### config.mk
export PLATFORM = sky130hd
export DESIGN_NAME = rcs_ctrl
export DESIGN_NICKNAME = d
export VERILOG_FILES = /design/src/rtl/rcs_clkdiv.v /design/src/rtl/rcs_ctrl.v
export VERILOG_INCLUDE_DIRS = /design/src /design/src/rtl
export SDC_FILE = /design/constraint.sdc
export NUM_CORES = 1
export LEC_CHECK = 0
export BUFFER_PORTS_ARGS = -buffer_cell sky130_fd_sc_hd__buf_2
export CAP_MARGIN = 20
export CORE_MARGIN = 5
export CORE_UTILIZATION = 28
export CTS_BUF_LIST = sky130_fd_sc_hd__clkbuf_4 sky130_fd_sc_hd__clkbuf_8
export CTS_CLUSTER_SIZE = 8
export DETAILED_ROUTE_END_ITERATION = 6
export PLACE_DENSITY = 0.46
export RECOVER_POWER = 50
export SYNTH_ARGS = -nofsm -noshare
export SYNTH_HDL_FRONTEND = slang
export SYNTH_SLANG_ARGS = --single-unit
### constraint.sdc
create_clock -name mclk_in -period 4.4 [get_ports mclk_in]
set_input_delay 0.66 -clock mclk_in [delete_from_list [all_inputs] [get_ports mclk_in]]
set_output_delay 0.66 -clock mclk_in [all_outputs]
set_load 0.02 [all_outputs]
### src/rtl/rcs_map.vh
// Constants for the reset, clock and stack control block.
// Included by rtl/rcs_ctrl.v and rtl/rcs_clkdiv.v; no logic here.
// Functional notes
// RL1: Reset clears requests, sets every mask
// RL2: Reset clears all port direction bits
// RL3: Reset loads stack pointer with 7F
// RL4: Reset clears halt and idle latches
// RL5: After reset, fetch vector into PC
// RL6: Reset from power-up or low pin
// RL7: Supply-drop detector forces a reset
// RL8: Static variant stretches reset 1920 cycles
// RL9: Pin still low holds reset longer
// RL10: External reset exits halt and idle
// RL11: Power-on reset only on rising supply
// RL12: Dynamic variant divides oscillator by four
// RL13: Static variant option picks two or four
// RL14: Option register bit picks crystal/resistor
// RL15: Stack is LIFO, pointer at next free
// RL16: Push past limit wraps pointer to 7F
// RL17: Interrupt pushes five, call pushes two
// RL18: RAM and stack within first 128 addresses
// RL19: Stack pointer and PC 11 to 13 bits
// RL20: Peripheral registers in shared memory map
// RL21: External reset synchronised before release
`ifndef RCS_MAP_VH
`define RCS_MAP_VH

`define RCS_PC_W          13
`define RCS_SP_TOP        13'h007F
`define RCS_SP_LIMIT      13'h0060
`define RCS_RAM_TOP_ADDR  13'h007F
`define RCS_POR_CYCLES    11'd1920
`define RCS_INTR_PUSH     3'd5
`define RCS_CALL_PUSH     3'd2
`define RCS_VEC_HI        13'h1FFE
`define RCS_VEC_LO        13'h1FFF

`define RCS_REG_CTRL      8'h00
`define RCS_REG_STATUS    8'h04
`define RCS_REG_SP        8'h08
`define RCS_REG_PC        8'h0C
`define RCS_REG_IRQ       8'h10
`define RCS_REG_DDR       8'h14

`define RCS_CTRL_RST      32'h0000_0000
`define RCS_CTRL_OSCSEL   0
`define RCS_CTRL_DIV2     1
`define RCS_CTRL_HALT     2
`define RCS_CTRL_IDLE     3
`define RCS_CTRL_SWRST    4
`define RCS_ST_INRST      0
`define RCS_ST_HALT       1
`define RCS_ST_IDLE       2
`define RCS_ST_VECOK      3
`define RCS_ST_PORDONE    4

`define RCS_SP_PUSH1      3'd1
`define RCS_SP_POP1       3'd2
`define RCS_SP_INTR       3'd3
`define RCS_SP_CALL       3'd4
`define RCS_SP_RTI        3'd5
`define RCS_SP_RTS        3'd6

`endif

### src/rtl/rcs_clkdiv.v
// Internal system clock enable: oscillator divided by two or four.
// Runs on the oscillator clock; produces one-cycle enable pulses.
`timescale 1ns/1ns
`include "rcs_map.vh"
module rcs_clkdiv (
    input  wire       mclk_in,
    input  wire       rst_b_in,
    input  wire       ce_in,
    input  wire       div2_in,
    output reg        tick_out
);
    reg  [1:0] cnt_r;
    wire [1:0] lim;

    assign lim = div2_in ? 2'd1 : 2'd3;   // [RL12] [RL13]

    always @(posedge mclk_in or negedge rst_b_in) begin
        if (!rst_b_in) begin
            cnt_r    <= 2'd0;
            tick_out <= 1'b0;
        end else if (ce_in) begin
            if (cnt_r >= lim) begin
                cnt_r    <= 2'd0;
                tick_out <= 1'b1;
            end else begin
                cnt_r    <= cnt_r + 2'd1;
                tick_out <= 1'b0;
            end
        end
    end
endmodule // rcs_clkdiv

### src/rtl/rcs_ctrl.v
// Reset sequencer, clock divider control and stack pointer for a small core.
// Registers reached over AHB-Lite; reset pin and supply-drop detector are
// asynchronous pins and are synchronised here.
//
// The register offsets and the AHB-Lite interface to the registers were left to the implementer.
`timescale 1ns/1ns
`include "rcs_map.vh"
module rcs_ctrl #(
    parameter STATIC_VARIANT = 1'b1,
    parameter DIV2_OPTION    = 1'b0
) (
    input  wire        mclk_in,
    input  wire        rst_b_in,
    input  wire        ce_in,
    input  wire        ext_reset_b_in,
    input  wire        supply_drop_detector_in,
    input  wire        hsel_in,
    input  wire [31:0] haddr_in,
    input  wire [1:0]  htrans_in,
    input  wire        hwrite_in,
    input  wire [2:0]  hsize_in,
    input  wire [31:0] hwdata_in,
    input  wire        hready_in,
    output reg  [31:0] hrdata_out,
    output wire        hreadyout_out,
    output wire        hresp_out,
    input  wire [2:0]  sp_op_in,
    input  wire [7:0]  irq_set_in,
    output reg         core_reset_out,
    output reg         vec_fetch_out,
    output reg  [12:0] vec_addr_out,
    input  wire [7:0]  vec_data_in,
    input  wire        vec_valid_in,
    output reg  [12:0] pc_out,
    output reg  [12:0] sp_out,
    output reg  [7:0]  irq_pend_out,
    output reg  [7:0]  irq_mask_out,
    output reg  [7:0]  ddr_out,
    output reg         halt_out,
    output reg         idle_out,
    output wire        osc_xtal_sel_out,
    output wire        sys_tick_out
);
    localparam ST_POR   = 3'd0;
    localparam ST_HOLD  = 3'd1;
    localparam ST_VECHI = 3'd2;
    localparam ST_VECLO = 3'd3;
    localparam ST_RUN   = 3'd4;

    // Stack pointer next value; keeps it inside the top page of RAM.
    function [12:0] sp_move;
        input [12:0] sp;
        input [2:0]  dec;
        input [2:0]  inc;
        reg   [12:0] t;
        begin
            t = sp - {10'd0, dec} + {10'd0, inc};
            if (t > `RCS_SP_TOP || t < `RCS_SP_LIMIT)
                sp_move = `RCS_SP_TOP;                // [RL16] [RL18]
            else
                sp_move = t;
        end
    endfunction

    reg        pin_s1_r, pin_s2_r, drop_s1_r, drop_s2_r;
    reg [2:0]  state_r;
    reg [10:0] por_cnt_r;
    reg        por_done_r;
    reg [7:0]  ctrl_r;
    reg        swrst_r;
    reg        vec_ok_r;
    reg [7:0]  vec_hi_r;
    reg        dph_r, dph_wr_r;
    reg [7:0]  dph_addr_r;
    wire       any_rst;
    wire       tick;
    wire       wr_ok;

    // Pins cross into the clock domain through two flops each.
    always @(posedge mclk_in or negedge rst_b_in) begin
        if (!rst_b_in) begin
            pin_s1_r  <= 1'b0;
            pin_s2_r  <= 1'b0;
            drop_s1_r <= 1'b1;
            drop_s2_r <= 1'b1;
        end else if (ce_in) begin
            pin_s1_r  <= ext_reset_b_in;                // [RL21]
            pin_s2_r  <= pin_s1_r;
            drop_s1_r <= supply_drop_detector_in;
            drop_s2_r <= drop_s1_r;
        end
    end

    // Power-on reset comes only from rst_b_in rising, never from a supply fall.
    assign any_rst = !pin_s2_r || drop_s2_r || swrst_r; // [RL6] [RL7] [RL11]

    rcs_clkdiv u_div (
        .mclk_in  (mclk_in),
        .rst_b_in (rst_b_in),
        .ce_in    (ce_in),
        .div2_in  (STATIC_VARIANT ? DIV2_OPTION : 1'b0), // [RL12] [RL13]
        .tick_out (tick)
    );
    assign sys_tick_out     = tick;
    assign osc_xtal_sel_out = ctrl_r[`RCS_CTRL_OSCSEL];  // [RL14]

    assign hreadyout_out = 1'b1;
    assign hresp_out     = 1'b0;
    assign wr_ok = dph_r && dph_wr_r;

    always @(posedge mclk_in or negedge rst_b_in) begin
        if (!rst_b_in) begin
            state_r        <= ST_POR;
            por_cnt_r      <= 11'd0;
            por_done_r     <= 1'b0;
            core_reset_out <= 1'b1;
            vec_fetch_out  <= 1'b0;
            vec_addr_out   <= `RCS_VEC_HI;
            vec_hi_r       <= 8'h00;
            vec_ok_r       <= 1'b0;
            pc_out         <= 13'h0000;
            sp_out         <= `RCS_SP_TOP;
            irq_pend_out   <= 8'h00;
            irq_mask_out   <= 8'hFF;
            ddr_out        <= 8'h00;
            halt_out       <= 1'b0;
            idle_out       <= 1'b0;
            ctrl_r         <= 8'h00;
            swrst_r        <= 1'b0;
            dph_r          <= 1'b0;
            dph_wr_r       <= 1'b0;
            dph_addr_r     <= 8'h00;
        end else if (ce_in) begin
            dph_r      <= hsel_in && hready_in && htrans_in[1];
            dph_wr_r   <= hwrite_in;
            dph_addr_r <= haddr_in[7:0];
            swrst_r    <= 1'b0;
            if (wr_ok && dph_addr_r == `RCS_REG_CTRL) begin
                ctrl_r  <= hwdata_in[7:0];
                swrst_r <= hwdata_in[`RCS_CTRL_SWRST];
            end
            if (state_r == ST_RUN) begin
                if (wr_ok && dph_addr_r == `RCS_REG_CTRL) begin
                    halt_out <= hwdata_in[`RCS_CTRL_HALT];
                    idle_out <= hwdata_in[`RCS_CTRL_IDLE];
                end
                if (wr_ok && dph_addr_r == `RCS_REG_IRQ)
                    irq_mask_out <= hwdata_in[15:8];
                if (wr_ok && dph_addr_r == `RCS_REG_DDR)
                    ddr_out <= hwdata_in[7:0];
                // New requests win over a software clear in the same cycle.
                if (wr_ok && dph_addr_r == `RCS_REG_IRQ)
                    irq_pend_out <= (irq_pend_out & ~hwdata_in[7:0]) | irq_set_in;
                else
                    irq_pend_out <= irq_pend_out | irq_set_in;
                if (tick) begin
                    case (sp_op_in)                                   // [RL15]
                        `RCS_SP_PUSH1: sp_out <= sp_move(sp_out, 3'd1, 3'd0);
                        `RCS_SP_POP1:  sp_out <= sp_move(sp_out, 3'd0, 3'd1);
                        `RCS_SP_INTR:  sp_out <= sp_move(sp_out, `RCS_INTR_PUSH, 3'd0); // [RL17]
                        `RCS_SP_CALL:  sp_out <= sp_move(sp_out, `RCS_CALL_PUSH, 3'd0); // [RL17]
                        `RCS_SP_RTI:   sp_out <= sp_move(sp_out, 3'd0, `RCS_INTR_PUSH);
                        `RCS_SP_RTS:   sp_out <= sp_move(sp_out, 3'd0, `RCS_CALL_PUSH);
                        default:       sp_out <= sp_out;
                    endcase
                end
            end
            if (any_rst) begin
                // Every reset source restores the same defined state.
                irq_pend_out   <= 8'h00;             // [RL1]
                irq_mask_out   <= 8'hFF;             // [RL1]
                ddr_out        <= 8'h00;             // [RL2]
                sp_out         <= `RCS_SP_TOP;       // [RL3]
                halt_out       <= 1'b0;              // [RL4] [RL10]
                idle_out       <= 1'b0;              // [RL4] [RL10]
                core_reset_out <= 1'b1;
                vec_fetch_out  <= 1'b0;
                vec_ok_r       <= 1'b0;
                if (state_r != ST_POR)
                    state_r <= ST_HOLD;
            end
            case (state_r)
                ST_POR: begin
                    // Stretch counts internal cycles, not oscillator cycles.
                    // Done on the 1920th tick itself, so the hold spans full cycles
                    if (!STATIC_VARIANT || (tick && por_cnt_r == `RCS_POR_CYCLES - 11'd1)) begin
                        por_done_r <= 1'b1;
                        state_r    <= ST_HOLD;              // [RL8]
                    end else if (tick) begin
                        por_cnt_r <= por_cnt_r + 11'd1;     // [RL8]
                    end
                end
                ST_HOLD: begin
                    if (!any_rst) begin                     // [RL9] [RL21]
                        state_r       <= ST_VECHI;
                        vec_fetch_out <= 1'b1;
                        vec_addr_out  <= `RCS_VEC_HI;
                    end
                end
                ST_VECHI: begin
                    if (vec_valid_in && !any_rst) begin     // [RL5]
                        vec_hi_r     <= vec_data_in;
                        vec_addr_out <= `RCS_VEC_LO;
                        state_r      <= ST_VECLO;
                    end
                end
                ST_VECLO: begin
                    if (vec_valid_in && !any_rst) begin     // [RL5]
                        pc_out         <= {vec_hi_r[4:0], vec_data_in}; // [RL19]
                        vec_fetch_out  <= 1'b0;
                        vec_ok_r       <= 1'b1;
                        core_reset_out <= 1'b0;
                        state_r        <= ST_RUN;
                    end
                end
                ST_RUN: begin
                    // A reset while running goes back through hold and a fresh fetch
                    if (any_rst)
                        state_r <= ST_HOLD;
                end
                default: state_r <= ST_POR;
            endcase
        end
    end

    // Register reads share the one map the core sees; no separate I/O space.
    always @(posedge mclk_in or negedge rst_b_in) begin
        if (!rst_b_in) begin
            hrdata_out <= 32'h0000_0000;
        end else if (ce_in && hsel_in && hready_in && htrans_in[1] && !hwrite_in) begin
            case (haddr_in[7:0])                                    // [RL20]
                `RCS_REG_CTRL:   hrdata_out <= {24'h00_0000, ctrl_r};
                `RCS_REG_STATUS: hrdata_out <= {27'h000_0000, por_done_r, vec_ok_r,
                                                idle_out, halt_out, core_reset_out};
                `RCS_REG_SP:     hrdata_out <= {19'h0_0000, sp_out};
                `RCS_REG_PC:     hrdata_out <= {19'h0_0000, pc_out};
                `RCS_REG_IRQ:    hrdata_out <= {16'h0000, irq_mask_out, irq_pend_out};
                `RCS_REG_DDR:    hrdata_out <= {24'h00_0000, ddr_out};
                default:         hrdata_out <= 32'h0000_0000;
            endcase
        end
    end
endmodule // rcs_ctrl

==> impl_metrics.ini, run 1 <==
[synthesis]
yosysTopAreaCell = dfrtp_1
syn_area_um2 = 7100
synth_flop_cell = dfrtp_1
ys_seq_area_share_pct = 41.9
synth_area_leaders = dfrtp_1 (35%), mux2_2 (8.1%), dfstp_2 (6.7%), nand2_1 (4.0%), buf_4 (3.7%)
syn_area_per_cell_um2 = 9.51
ys_ff_latch = 118
synth.distinct_cells = 81
yosysTopAreaCellShare_pct = 35.2
ys_warn_count = 0
synthCells = 747
synth_edf_count = 0
synthArstFlopShare_pct = 100

[critical_path]
slowest_delay_ns = 0.73
slowest_stage = dfstp_2
critPathLaunchType = flop
worstPathCellList = inv_1, ha_1, a21oi_1, a21oi_1, nor4_1, nand3_1, or3_4, o31ai_1, nand2_1, o32a_1
cp-end-kind = flop
crit_fanout = 13
worstPathArrival_ns = 3.86
crit_type = reg -> reg
critical_path.most_common_cell = a21oi_1
worstPathRequired_ns = 4.77

[floorplan]
dieArea_um2 = 28600
die-width_um = 169
io_pins = 200
core_area_um2 = 25100
die_h_um = 169
initial_core_util_pct = 28.3
rows = 58

[clock_network]
cts_hold_buf = 0
clk_pin_slew_ns = 0.07
clock_path_buffers = 2
post_cts_buffers = 0
numCtsBuffers = 17
clock_latency_ns = 0.44
clockRootBuffer = clkbuf_8
cts.sinks = 118
tritoncts = done
htree_num_levels = 4
post_cts_resized = 0

[route]
vias = 6132
drtPass1Iterations = 5
drtIter0Drc = 490
antenna_left = 0
wl_per_cell_um = 19.6
drc = 0
routed_via_density = 5.12
routed_wl_um = 23500

[timing]
finalSetupTns_ns = 0
hold_viol_final = 0
fin_crit_sh_pct = 79.2
finalWorstPathRequiredPeriod_ns = 3.48
max_freq_mhz = 287
hold_ws_ns = 0.432
setup_slack_ns = 0.917
setup_viol = 0
final.setup_skew_ns = 0.0119
worstMarginPinSlew_ns = 1.86
drv_slew = 72
rsz0062_at_grt = false
slew_headroom_pct = -23.9

[pwr]
ir_drop_mv = 0.232
pwr_density_cell_nw_per_um2 = 350
p_leak_nw = 3.68
p_total_mw = 2.87

[global_route]
grtUsageTotal_pct = 16.2
antenna_found_initial = 3
grt_overflow = 0
grt_max_degree = 72
grt_pass1_wl_um = 36100
grt_pass1_vias = 5996

[outcome]
outcome = finished with violations
violations = max-capacitance violations, max-slew violations

[layout]
diodes = 0
final_area_um2 = 8210
layout.nets = 962
syn2layout_area_growth_pct = 15.6
drive_gt1_share_pct = 26.6
final_cells = 1197
num-fill-cells = 2705
post-route-util_pct = 32.7

[placed_design]
placed_area_um2 = 7860
dp_cells = 1164
place_congestion = 0.839
place_ws_ns = 0.971
hpwl_um = 17100
port-buffer-count = 125

[hold_path]
hp-class = in -> reg

[run]
drv_cap = 1
==> registers in the layout, indices dropped and copies added (netlist names), 2 cells and up <==
signal / flops
pc_out: 13
u_div.cnt_r: 2
hrdata_out: 16
dph_addr_r: 8
vec_hi_r: 5
ctrl_r: 8
irq_mask_out: 8
por_cnt_r: 11
sp_out: 13
irq_pend_out: 8
ddr_out: 8
state_r: 3
==> critical path, delay by kind of cell, from the launching register on <==
kind | cells | cell delay [ns]
compound gates | 4 | 1.28
fa+ha+maj | 1 | 0.26
buf+inv | 1 | 0.23
flops | 1 | 0.73
simple gates | 4 | 0.92
==> cells in the mapped netlist, drive strengths merged (3+ instances only) <==
master / n
o32a: 3
o21ai: 46
dfrtp: 100
mux2i: 8
buf: 48
a32o: 3
a211o: 3
o21a: 4
or4: 4
or2: 3
nor2: 58
or3: 10
a21oi: 31
a222oi: 6
nor3b: 4
a22o: 15
nand3b: 4
o2111a: 3
mux2: 51
inv: 16
clkbuf: 25
and2: 5
nor3: 35
xor2: 12
a31oi: 6
nand3: 25
or3b: 4
nor2b: 6
nor4: 17
nand2b: 5
o22ai: 3
o41ai: 3
dfstp: 18
a221oi: 10
and3: 4
nand2: 76
xnor2: 16
nand4: 9
ha: 11
==> cell type report <==
type | instances | area, um2 | share of cell area (%)
tap | 330 | 413 | 5.03
inverter | 16 | 60.1 | 0.731
timing repair buffer | 133 | 653 | 7.95
clock inverter | 4 | 47.5 | 0.579
multi-input combinational | 568 | 3720 | 45.3
sequential | 118 | 2980 | 36.2
clock buffer | 28 | 342 | 4.16
==> power breakdown <==
part           total [mW]  leakage, nW  switching [mW]  internal, mW
registers            1.35         1.53           0.129          1.22
logic               0.537         1.94           0.322         0.215
clock network       0.988        0.205           0.439         0.549
total                2.87         3.68           0.890          1.98
==> layer usage <==
metal | global-route usage [%] | vias to the layer above | share of wire (%)
met1 | 23.1 | 2984 | 48
met4 | 5.04 | 6 | 2.0
met5 | 0 | - | 0.14
met3 | 3.80 | 35 | 5.9
li1 | - | 2890 | -
met2 | 24.3 | 217 | 44
==> path summary, 6_finish.rpt <==
check | from | end | slack, ns | cells after the start
setup reg to reg | sp_out[1]$_DFFE_PN1P_ | sp_out[3]$_DFFE_PN1P_ | 0.92 | 10
max in group asynchronous | rst_b_in | sp_out[9]$_DFFE_PN0P_ | 1.65 | 2
hold reg to reg | por_cnt_r[6]$_DFFE_PN0P_ | por_cnt_r[6]$_DFFE_PN0P_ | 0.47 | 1
min in group asynchronous | rst_b_in | vec_hi_r[0]$_DFFE_PN0P_ | 0.72 | 1
setup / recovery | sp_out[1]$_DFFE_PN1P_ | sp_out[3]$_DFFE_PN1P_ | 0.92 | 10
hold / removal | irq_set_in[3] | irq_pend_out[3]$_DFFE_PN0P_ | 0.43 | 3
==> cell usage in the layout, fill, tap and decap left out, drive strengths merged, types with 11 or more instances in the layout <==
master | netlist | routed
xnor2 | 16 | 16
nand3 | 25 | 25
ha | 11 | 11
buf | 48 | 111
nor3 | 35 | 35
xor2 | 12 | 12
dfstp | 18 | 18
o21ai | 46 | 46
inv | 16 | 16
nor2 | 58 | 58
nor4 | 17 | 17
conb | 2 | 30
nand2 | 76 | 76
mux2 | 51 | 51
a21oi | 31 | 31
a22o | 15 | 15
clkbuf | 25 | 50
dfrtp | 100 | 100
==> logic make-up after synthesis <==
logic type	Yosys count	share of synthesized area, %
buffers and inverters	89	7.26
flip-flops	118	41.9
AO/OA/AOI/OAI	164	16.1
adder cells (fa/ha/maj)	11	1.94
multiplexers	59	9.22
other	2	0.106
AND/OR/NAND/NOR	276	20.0
XOR/XNOR	28	3.45
Note: power is estimated with default switching activity, not from simulation.
==> inputs of run 2 (changes only) <==
- clock period: 4.4 -> 3.3 ns (I/O delays scaled with it)
==> run 2 against run 1 <==
  * The run still ends with max-capacitance violations, max-slew violations left
  * Critical path type unchanged
  * Combinational power rose by 37%
  * Clock skew is 0.00083 ns higher
  * Largest power group unchanged
  * First-iteration DRC count is 17% lower
==> impl_metrics.ini, run 2 (synthesis gave the netlist of run 1 again) <==
[floorplan]
rows = 58
die_h_um = 169
core_area_um2 = 25100
io_pins = 200
die-width_um = 169
dieArea_um2 = 28600
initial_core_util_pct = 28.3

[clock_network]
clockRootBuffer = clkbuf_8
clk_pin_slew_ns = 0.07
cts.sinks = 118
tritoncts = done
clock_path_buffers = 2
htree_num_levels = 4
post_cts_buffers = 0
clock_latency_ns = 0.45
numCtsBuffers = 17

[critical_path]
slowest_stage = dfstp_2
crit_start = sp_out[1]$_DFFE_PN1P_
cp-endpoint = sp_out[3]$_DFFE_PN1P_
worstPathArrival_ns = 3.46
r2r_end = sp_out[3]$_DFFE_PN1P_
r2r-start = sp_out[1]$_DFFE_PN1P_
critPathLaunchType = flop
worstPathRequired_ns = 3.67
crit_type = reg -> reg
slowest_delay_ns = 0.53
r2r_cells = 10
worstPathCellList = inv_1, ha_1, a21oi_1, a21oi_1, nor4_1, nand3_1, or3_4, o31ai_1, nand2_1, o32a_1
crit_family = compound AO/OA/AOI/OAI gates
r2r_slack_ns = 0.21
path_buf_inv = 1
crit_fanout = 6
critical_path.most_common_cell = a21oi_1
worstSetupPathDepth = 10
cp-end-kind = flop

[global_route]
grtUsageTotal_pct = 16.2
grt_pass1_vias = 6148
antenna_found_initial = 3
grt_max_degree = 55
grt_overflow = 0
grt_pass1_wl_um = 36200

[pwr]
pwr_density_cell_nw_per_um2 = 478
p_total_mw = 4.08
ir_drop_mv = 0.361
p_leak_nw = 3.86

[route]
drc = 0
antenna_left = 0
drtPass1Iterations = 6
wl_per_cell_um = 19.1
routed_via_density = 5.10
drtIter0Drc = 405
vias = 6274
routed_wl_um = 23500

[outcome]
outcome = finished with violations
violations = max-capacitance violations, max-slew violations

[timing]
final.setup_skew_ns = 0.0128
drv_slew = 30
setup_viol = 0
max_freq_mhz = 323
setup_slack_ns = 0.209
fin_crit_sh_pct = 93.7
slew_headroom_pct = -6.81
finalSetupTns_ns = 0
hold_viol_final = 0
finalWorstPathRequiredPeriod_ns = 3.09
rsz0062_at_grt = false
worstMarginPinSlew_ns = 1.60

[placed_design]
place_congestion = 0.836
port-buffer-count = 125
place_ws_ns = 0.264
hpwl_um = 17700
dp_cells = 1196

[layout]
largest-register = hrdata_out
syn2layout_area_growth_pct = 20.1
final_cell_mix = buf_2 (104), dfrtp_1 (100), nand2_1 (75)
layout.nets = 994
final_cells = 1230
final_common_cell = buf_2
num-fill-cells = 2692
reg.largest.list = hrdata_out x16, pc_out x13, sp_out x13
multi_input_area_um2 = 3720
drive_gt1_share_pct = 28.9
final-seq-area_um2 = 2980
largest_register_ffs = 16

[hold_path]
hp-class = in -> reg

[run]
drv_cap = 1
run 2: how the worst min path moves through the flow:
stage / from / end / slack (ns) / depth (start not counted)
2_1_floorplan: rst_b_in / ctrl_r[0]$_DFFE_PN0P_ / 0.20 / 0
3_3_place_gp: rst_b_in / pc_out[8]$_DFFE_PN0P_ / 0.45 / 1
3_5_place_dp: por_cnt_r[6]$_DFFE_PN0P_ / por_cnt_r[6]$_DFFE_PN0P_ / 0.45 / 1
4_1_cts: irq_set_in[0] / irq_pend_out[0]$_DFFE_PN0P_ / 0.22 / 3
5_1_grt: irq_set_in[0] / irq_pend_out[0]$_DFFE_PN0P_ / 0.22 / 3
6_report: irq_set_in[0] / irq_pend_out[0]$_DFFE_PN0P_ / 0.25 / 3
run 2: metrics by stage:
step                      util, %  hold slack (ns)  instance area [um2]
after floorplan                 -            0.199                 7210
after CTS                    34.1            0.217                 8570
after detailed placement     32.3            0.450                 8100
after global placement       32.3            0.450                 8100
final                        34.0            0.246                 8530
after global routing         34.0            0.219                 8530
run 2: metal layers:
layer / GRT usage, % / share of wire, %
met1: 22.9 / 47
met2: 24.5 / 45
met3: 3.87 / 6.4
met4: 5.36 / 2.3
met5: 0 / 0.089
run 2: worst register-to-register path, cell delays in order, from the launching register on:
cell and delay [ns]:
dfstp_2 0.53, inv_1 0.13, ha_1 0.25, a21oi_1 0.48, a21oi_1 0.14, nor4_1 0.27
nand3_1 0.12, or3_4 0.43, o31ai_1 0.25, nand2_1 0.08, o32a_1 0.33
run 2: cell type report:
| type | count | area share [%] |
|---|---|---|
| antenna | 1 | 0.0293 |
| multi-input combinational | 568 | 43.6 |
| clock inverter | 7 | 1.67 |
| timing repair buffer | 165 | 10.5 |
| clock buffer | 25 | 3.74 |
| inverter | 16 | 0.704 |
| sequential | 118 | 34.9 |
| tap | 330 | 4.84 |
run 2: timing repair:
action	4_1_cts	5_1_grt
resized for setup	0	0
hold buffers	1	0
endpoints found under the hold margin	19	0
run 2: power breakdown:
part	total, mW	internal [mW]	leakage, nW	switching [mW]
registers	1.79	1.62	1.53	0.171
logic	0.737	0.304	2.09	0.433
clock network	1.54	0.940	0.238	0.603
total	4.08	2.87	3.86	1.21
==> inputs of run 3 (changes only) <==
- SYNTH_HIERARCHICAL: not set -> 1
==> run 3 against run 2 <==
  * The run still ends with max-capacitance violations, max-slew violations left
  * Sequential power up 4%
  * Clock skew down 0.0037 ns
  * Setup slack worse by 0.052 ns
  * Routed wire length down 1.9%
  * Highest routed layer unchanged
==> impl_metrics.ini, run 3 <==
[outcome]
outcome = finished with violations
violations = max-capacitance violations, max-slew violations

[placed_design]
place_congestion = 0.812
hpwl_um = 17200
port-buffer-count = 125
placed_area_um2 = 8190

[global_route]
antenna_found_initial = 2
grt_max_degree = 51
grtUsageTotal_pct = 16.0
grt_overflow = 0
grt_pass1_wl_um = 36500
grt_pass1_vias = 6176

[clock_network]
tritoncts = done
clk_pin_slew_ns = 0.07
cts.sinks = 118
clockRootBuffer = clkbuf_8
clock_latency_ns = 0.43
htree_num_levels = 4
clock_path_buffers = 2
numCtsBuffers = 17

[synthesis]
syn_area_um2 = 7230
synth_edf_count = 0
synth_flop_cell = dfrtp_1
yosysTopAreaCell = dfrtp_1
ys_seq_area_share_pct = 41.2
synthArstFlopShare_pct = 100
ys_ff_latch = 118
synth_common_cells = dfrtp_1 (100), nand2_1 (80), nor2_1 (60)
syn_area_per_cell_um2 = 9.34
ys_warn_count = 6
synth.distinct_cells = 83
synthCells = 774
synth_area_leaders = dfrtp_1 (35%), dfstp_2 (6.5%), mux2_2 (6.5%), nand2_1 (4.2%), buf_4 (3.1%)
yosysTopAreaCellShare_pct = 34.6
post-synth-top-count-cell = dfrtp_1

[layout]
final_area_um2 = 8610
reg.largest.list = hrdata_out x16, pc_out x13, sp_out x13
largest-register = hrdata_out
largest_register_ffs = 16
drive_gt1_share_pct = 27.1
syn2layout_area_growth_pct = 19.2
final_common_cell = buf_2
layout.nets = 1003
final_cell_mix = buf_2 (104), dfrtp_1 (100), nand2_1 (80)
diodes = 0

[route]
routed_via_density = 5.00
top_layer_used = met5
routed-wl-met3_um = 1090
drtIter0Drc = 346
drc = 0
wl_met2_um = 10500
routed_wl_um = 23100
met1_length_um = 11200
drtPass1Iterations = 5
wl_per_cell_um = 18.7
vias = 6191
antenna_left = 0

[pwr]
p_total_mw = 4.69
p_leak_nw = 3.90
pwr_density_cell_nw_per_um2 = 544
ir_drop_mv = 0.294

[floorplan]
die-width_um = 171
core_area_um2 = 25300
dieArea_um2 = 29100
rows = 58
die_h_um = 171
io_pins = 200
initial_core_util_pct = 28.5

[critical_path]
crit_family = compound AO/OA/AOI/OAI gates
worstPathArrival_ns = 3.50
worstPathRequired_ns = 3.65
worstPathCellList = inv_1, ha_1, a2111o_1, or3b_1, a211oi_1, nor4b_4, buf_4, nand2_1, a31o_1, a211oi_2, o21ai_1
critPathLaunchType = flop
path_buf_inv = 2
slowest_delay_ns = 0.58
crit_fanout = 5
crit_type = reg -> reg
slowest_stage = dfstp_2
cp-end-kind = flop

[timing]
hold_viol_final = 0
setup_viol = 0
drv_slew = 50
fin_crit_sh_pct = 95.3
slew_headroom_pct = -86.8
finalSetupTns_ns = 0
worstMarginPinSlew_ns = 2.80
finalWorstPathRequiredPeriod_ns = 3.14
final.setup_skew_ns = 0.00909
hold_ws_ns = 0.258
max_freq_mhz = 318

[hold_path]
hp-class = in -> reg

[run]
drv_cap = 1
## run 3: cell count changes in the layout (fill, tap and decap cells not counted), moves of 4 or more
cell	previous run	this run
a221oi_1	10	5
a22oi_1	2	11
o211ai_1	1	8
and4_1	0	5
nor3_1	34	15
clkbuf_4	5	1
inv_1	16	10
a22o_1	15	20
a211oi_1	1	8
a21oi_1	30	37
or3_1	9	5
nand2_1	75	80
mux2_2	51	42
a222oi_1	6	0
## run 3: area by class of cell
type	instances	area, um2
Tap cell	330	413
Multi-Input combinational cell	584	3860
Clock inverter	7	116
Inverter	12	45.0
Fill cell	2657	16700
Sequential cell	118	2980
Timing Repair Buffer	162	883
Clock buffer	24	324
## run 3: where the power goes
part | internal (mW) | switching [mW] | total, mW
clock network | 0.872 | 0.577 | 1.45
registers | 1.66 | 0.217 | 1.87
logic | 0.543 | 0.822 | 1.36
## run 3: final timing paths
path                            cells past startpoint  slack (ns)                           to                      start
worst max-delay path                               11        0.16        sp_out[1]$_DFFE_PN1P_      sp_out[1]$_DFFE_PN1P_
min in group asynchronous                           1        0.95        pc_out[0]$_DFFE_PN0P_                   rst_b_in
worst min register to register                      1        0.48    por_cnt_r[10]$_DFFE_PN0P_  por_cnt_r[10]$_DFFE_PN0P_
worst max register to register                     11        0.16        sp_out[1]$_DFFE_PN1P_      sp_out[1]$_DFFE_PN1P_
worst min-delay path                                3        0.26  irq_pend_out[4]$_DFFE_PN0P_              irq_set_in[4]
max in group asynchronous                           2        0.62  irq_pend_out[0]$_DFFE_PN0P_                   rst_b_in
## run 3: per-stage QoR
stage	setup slack [ns]	util, %	instances
after floorplan	0.124	-	803
after global placement	0.200	32.3	1205
after detailed placement	0.109	32.3	1205
after CTS	0.0927	34.1	1236
after global routing	-0.00627	34.0	1237
final	0.157	34.0	1237
## run 3: worst min-delay path: stages
cell and delay [ns]:
buf_2 0.08, nand2_1 0.04, nand2_1 0.05
## run 3: logic make-up (layout without fill, tap and decap cells)
family | after synthesis | after routing | share of synthesized area, %
DFF | 118 | 118 | 41.2
buffers and inverters | 101 | 205 | 7.15
adders and majority gates | 11 | 11 | 1.90
xor gates and xnor gates | 28 | 28 | 3.39
and+or+nand+nor | 267 | 267 | 19.1
AOI/OAI and AO/OA | 194 | 194 | 19.1
muxes | 53 | 53 | 8.09
other | 2 | 31 | 0.104
## run 3: repair_timing
action,CTS,global route
gates resized for setup,0,2
setup endpoints to repair,0,1
hold buffers,0,0
setup buffers,0,1
## run 3: per-layer routing
metal | up-vias | GRT usage, %
met5 | - | 0
met4 | 4 | 3.47
met3 | 18 | 3.74
met2 | 154 | 25.4
met1 | 3009 | 22.3
li1 | 3006 | -
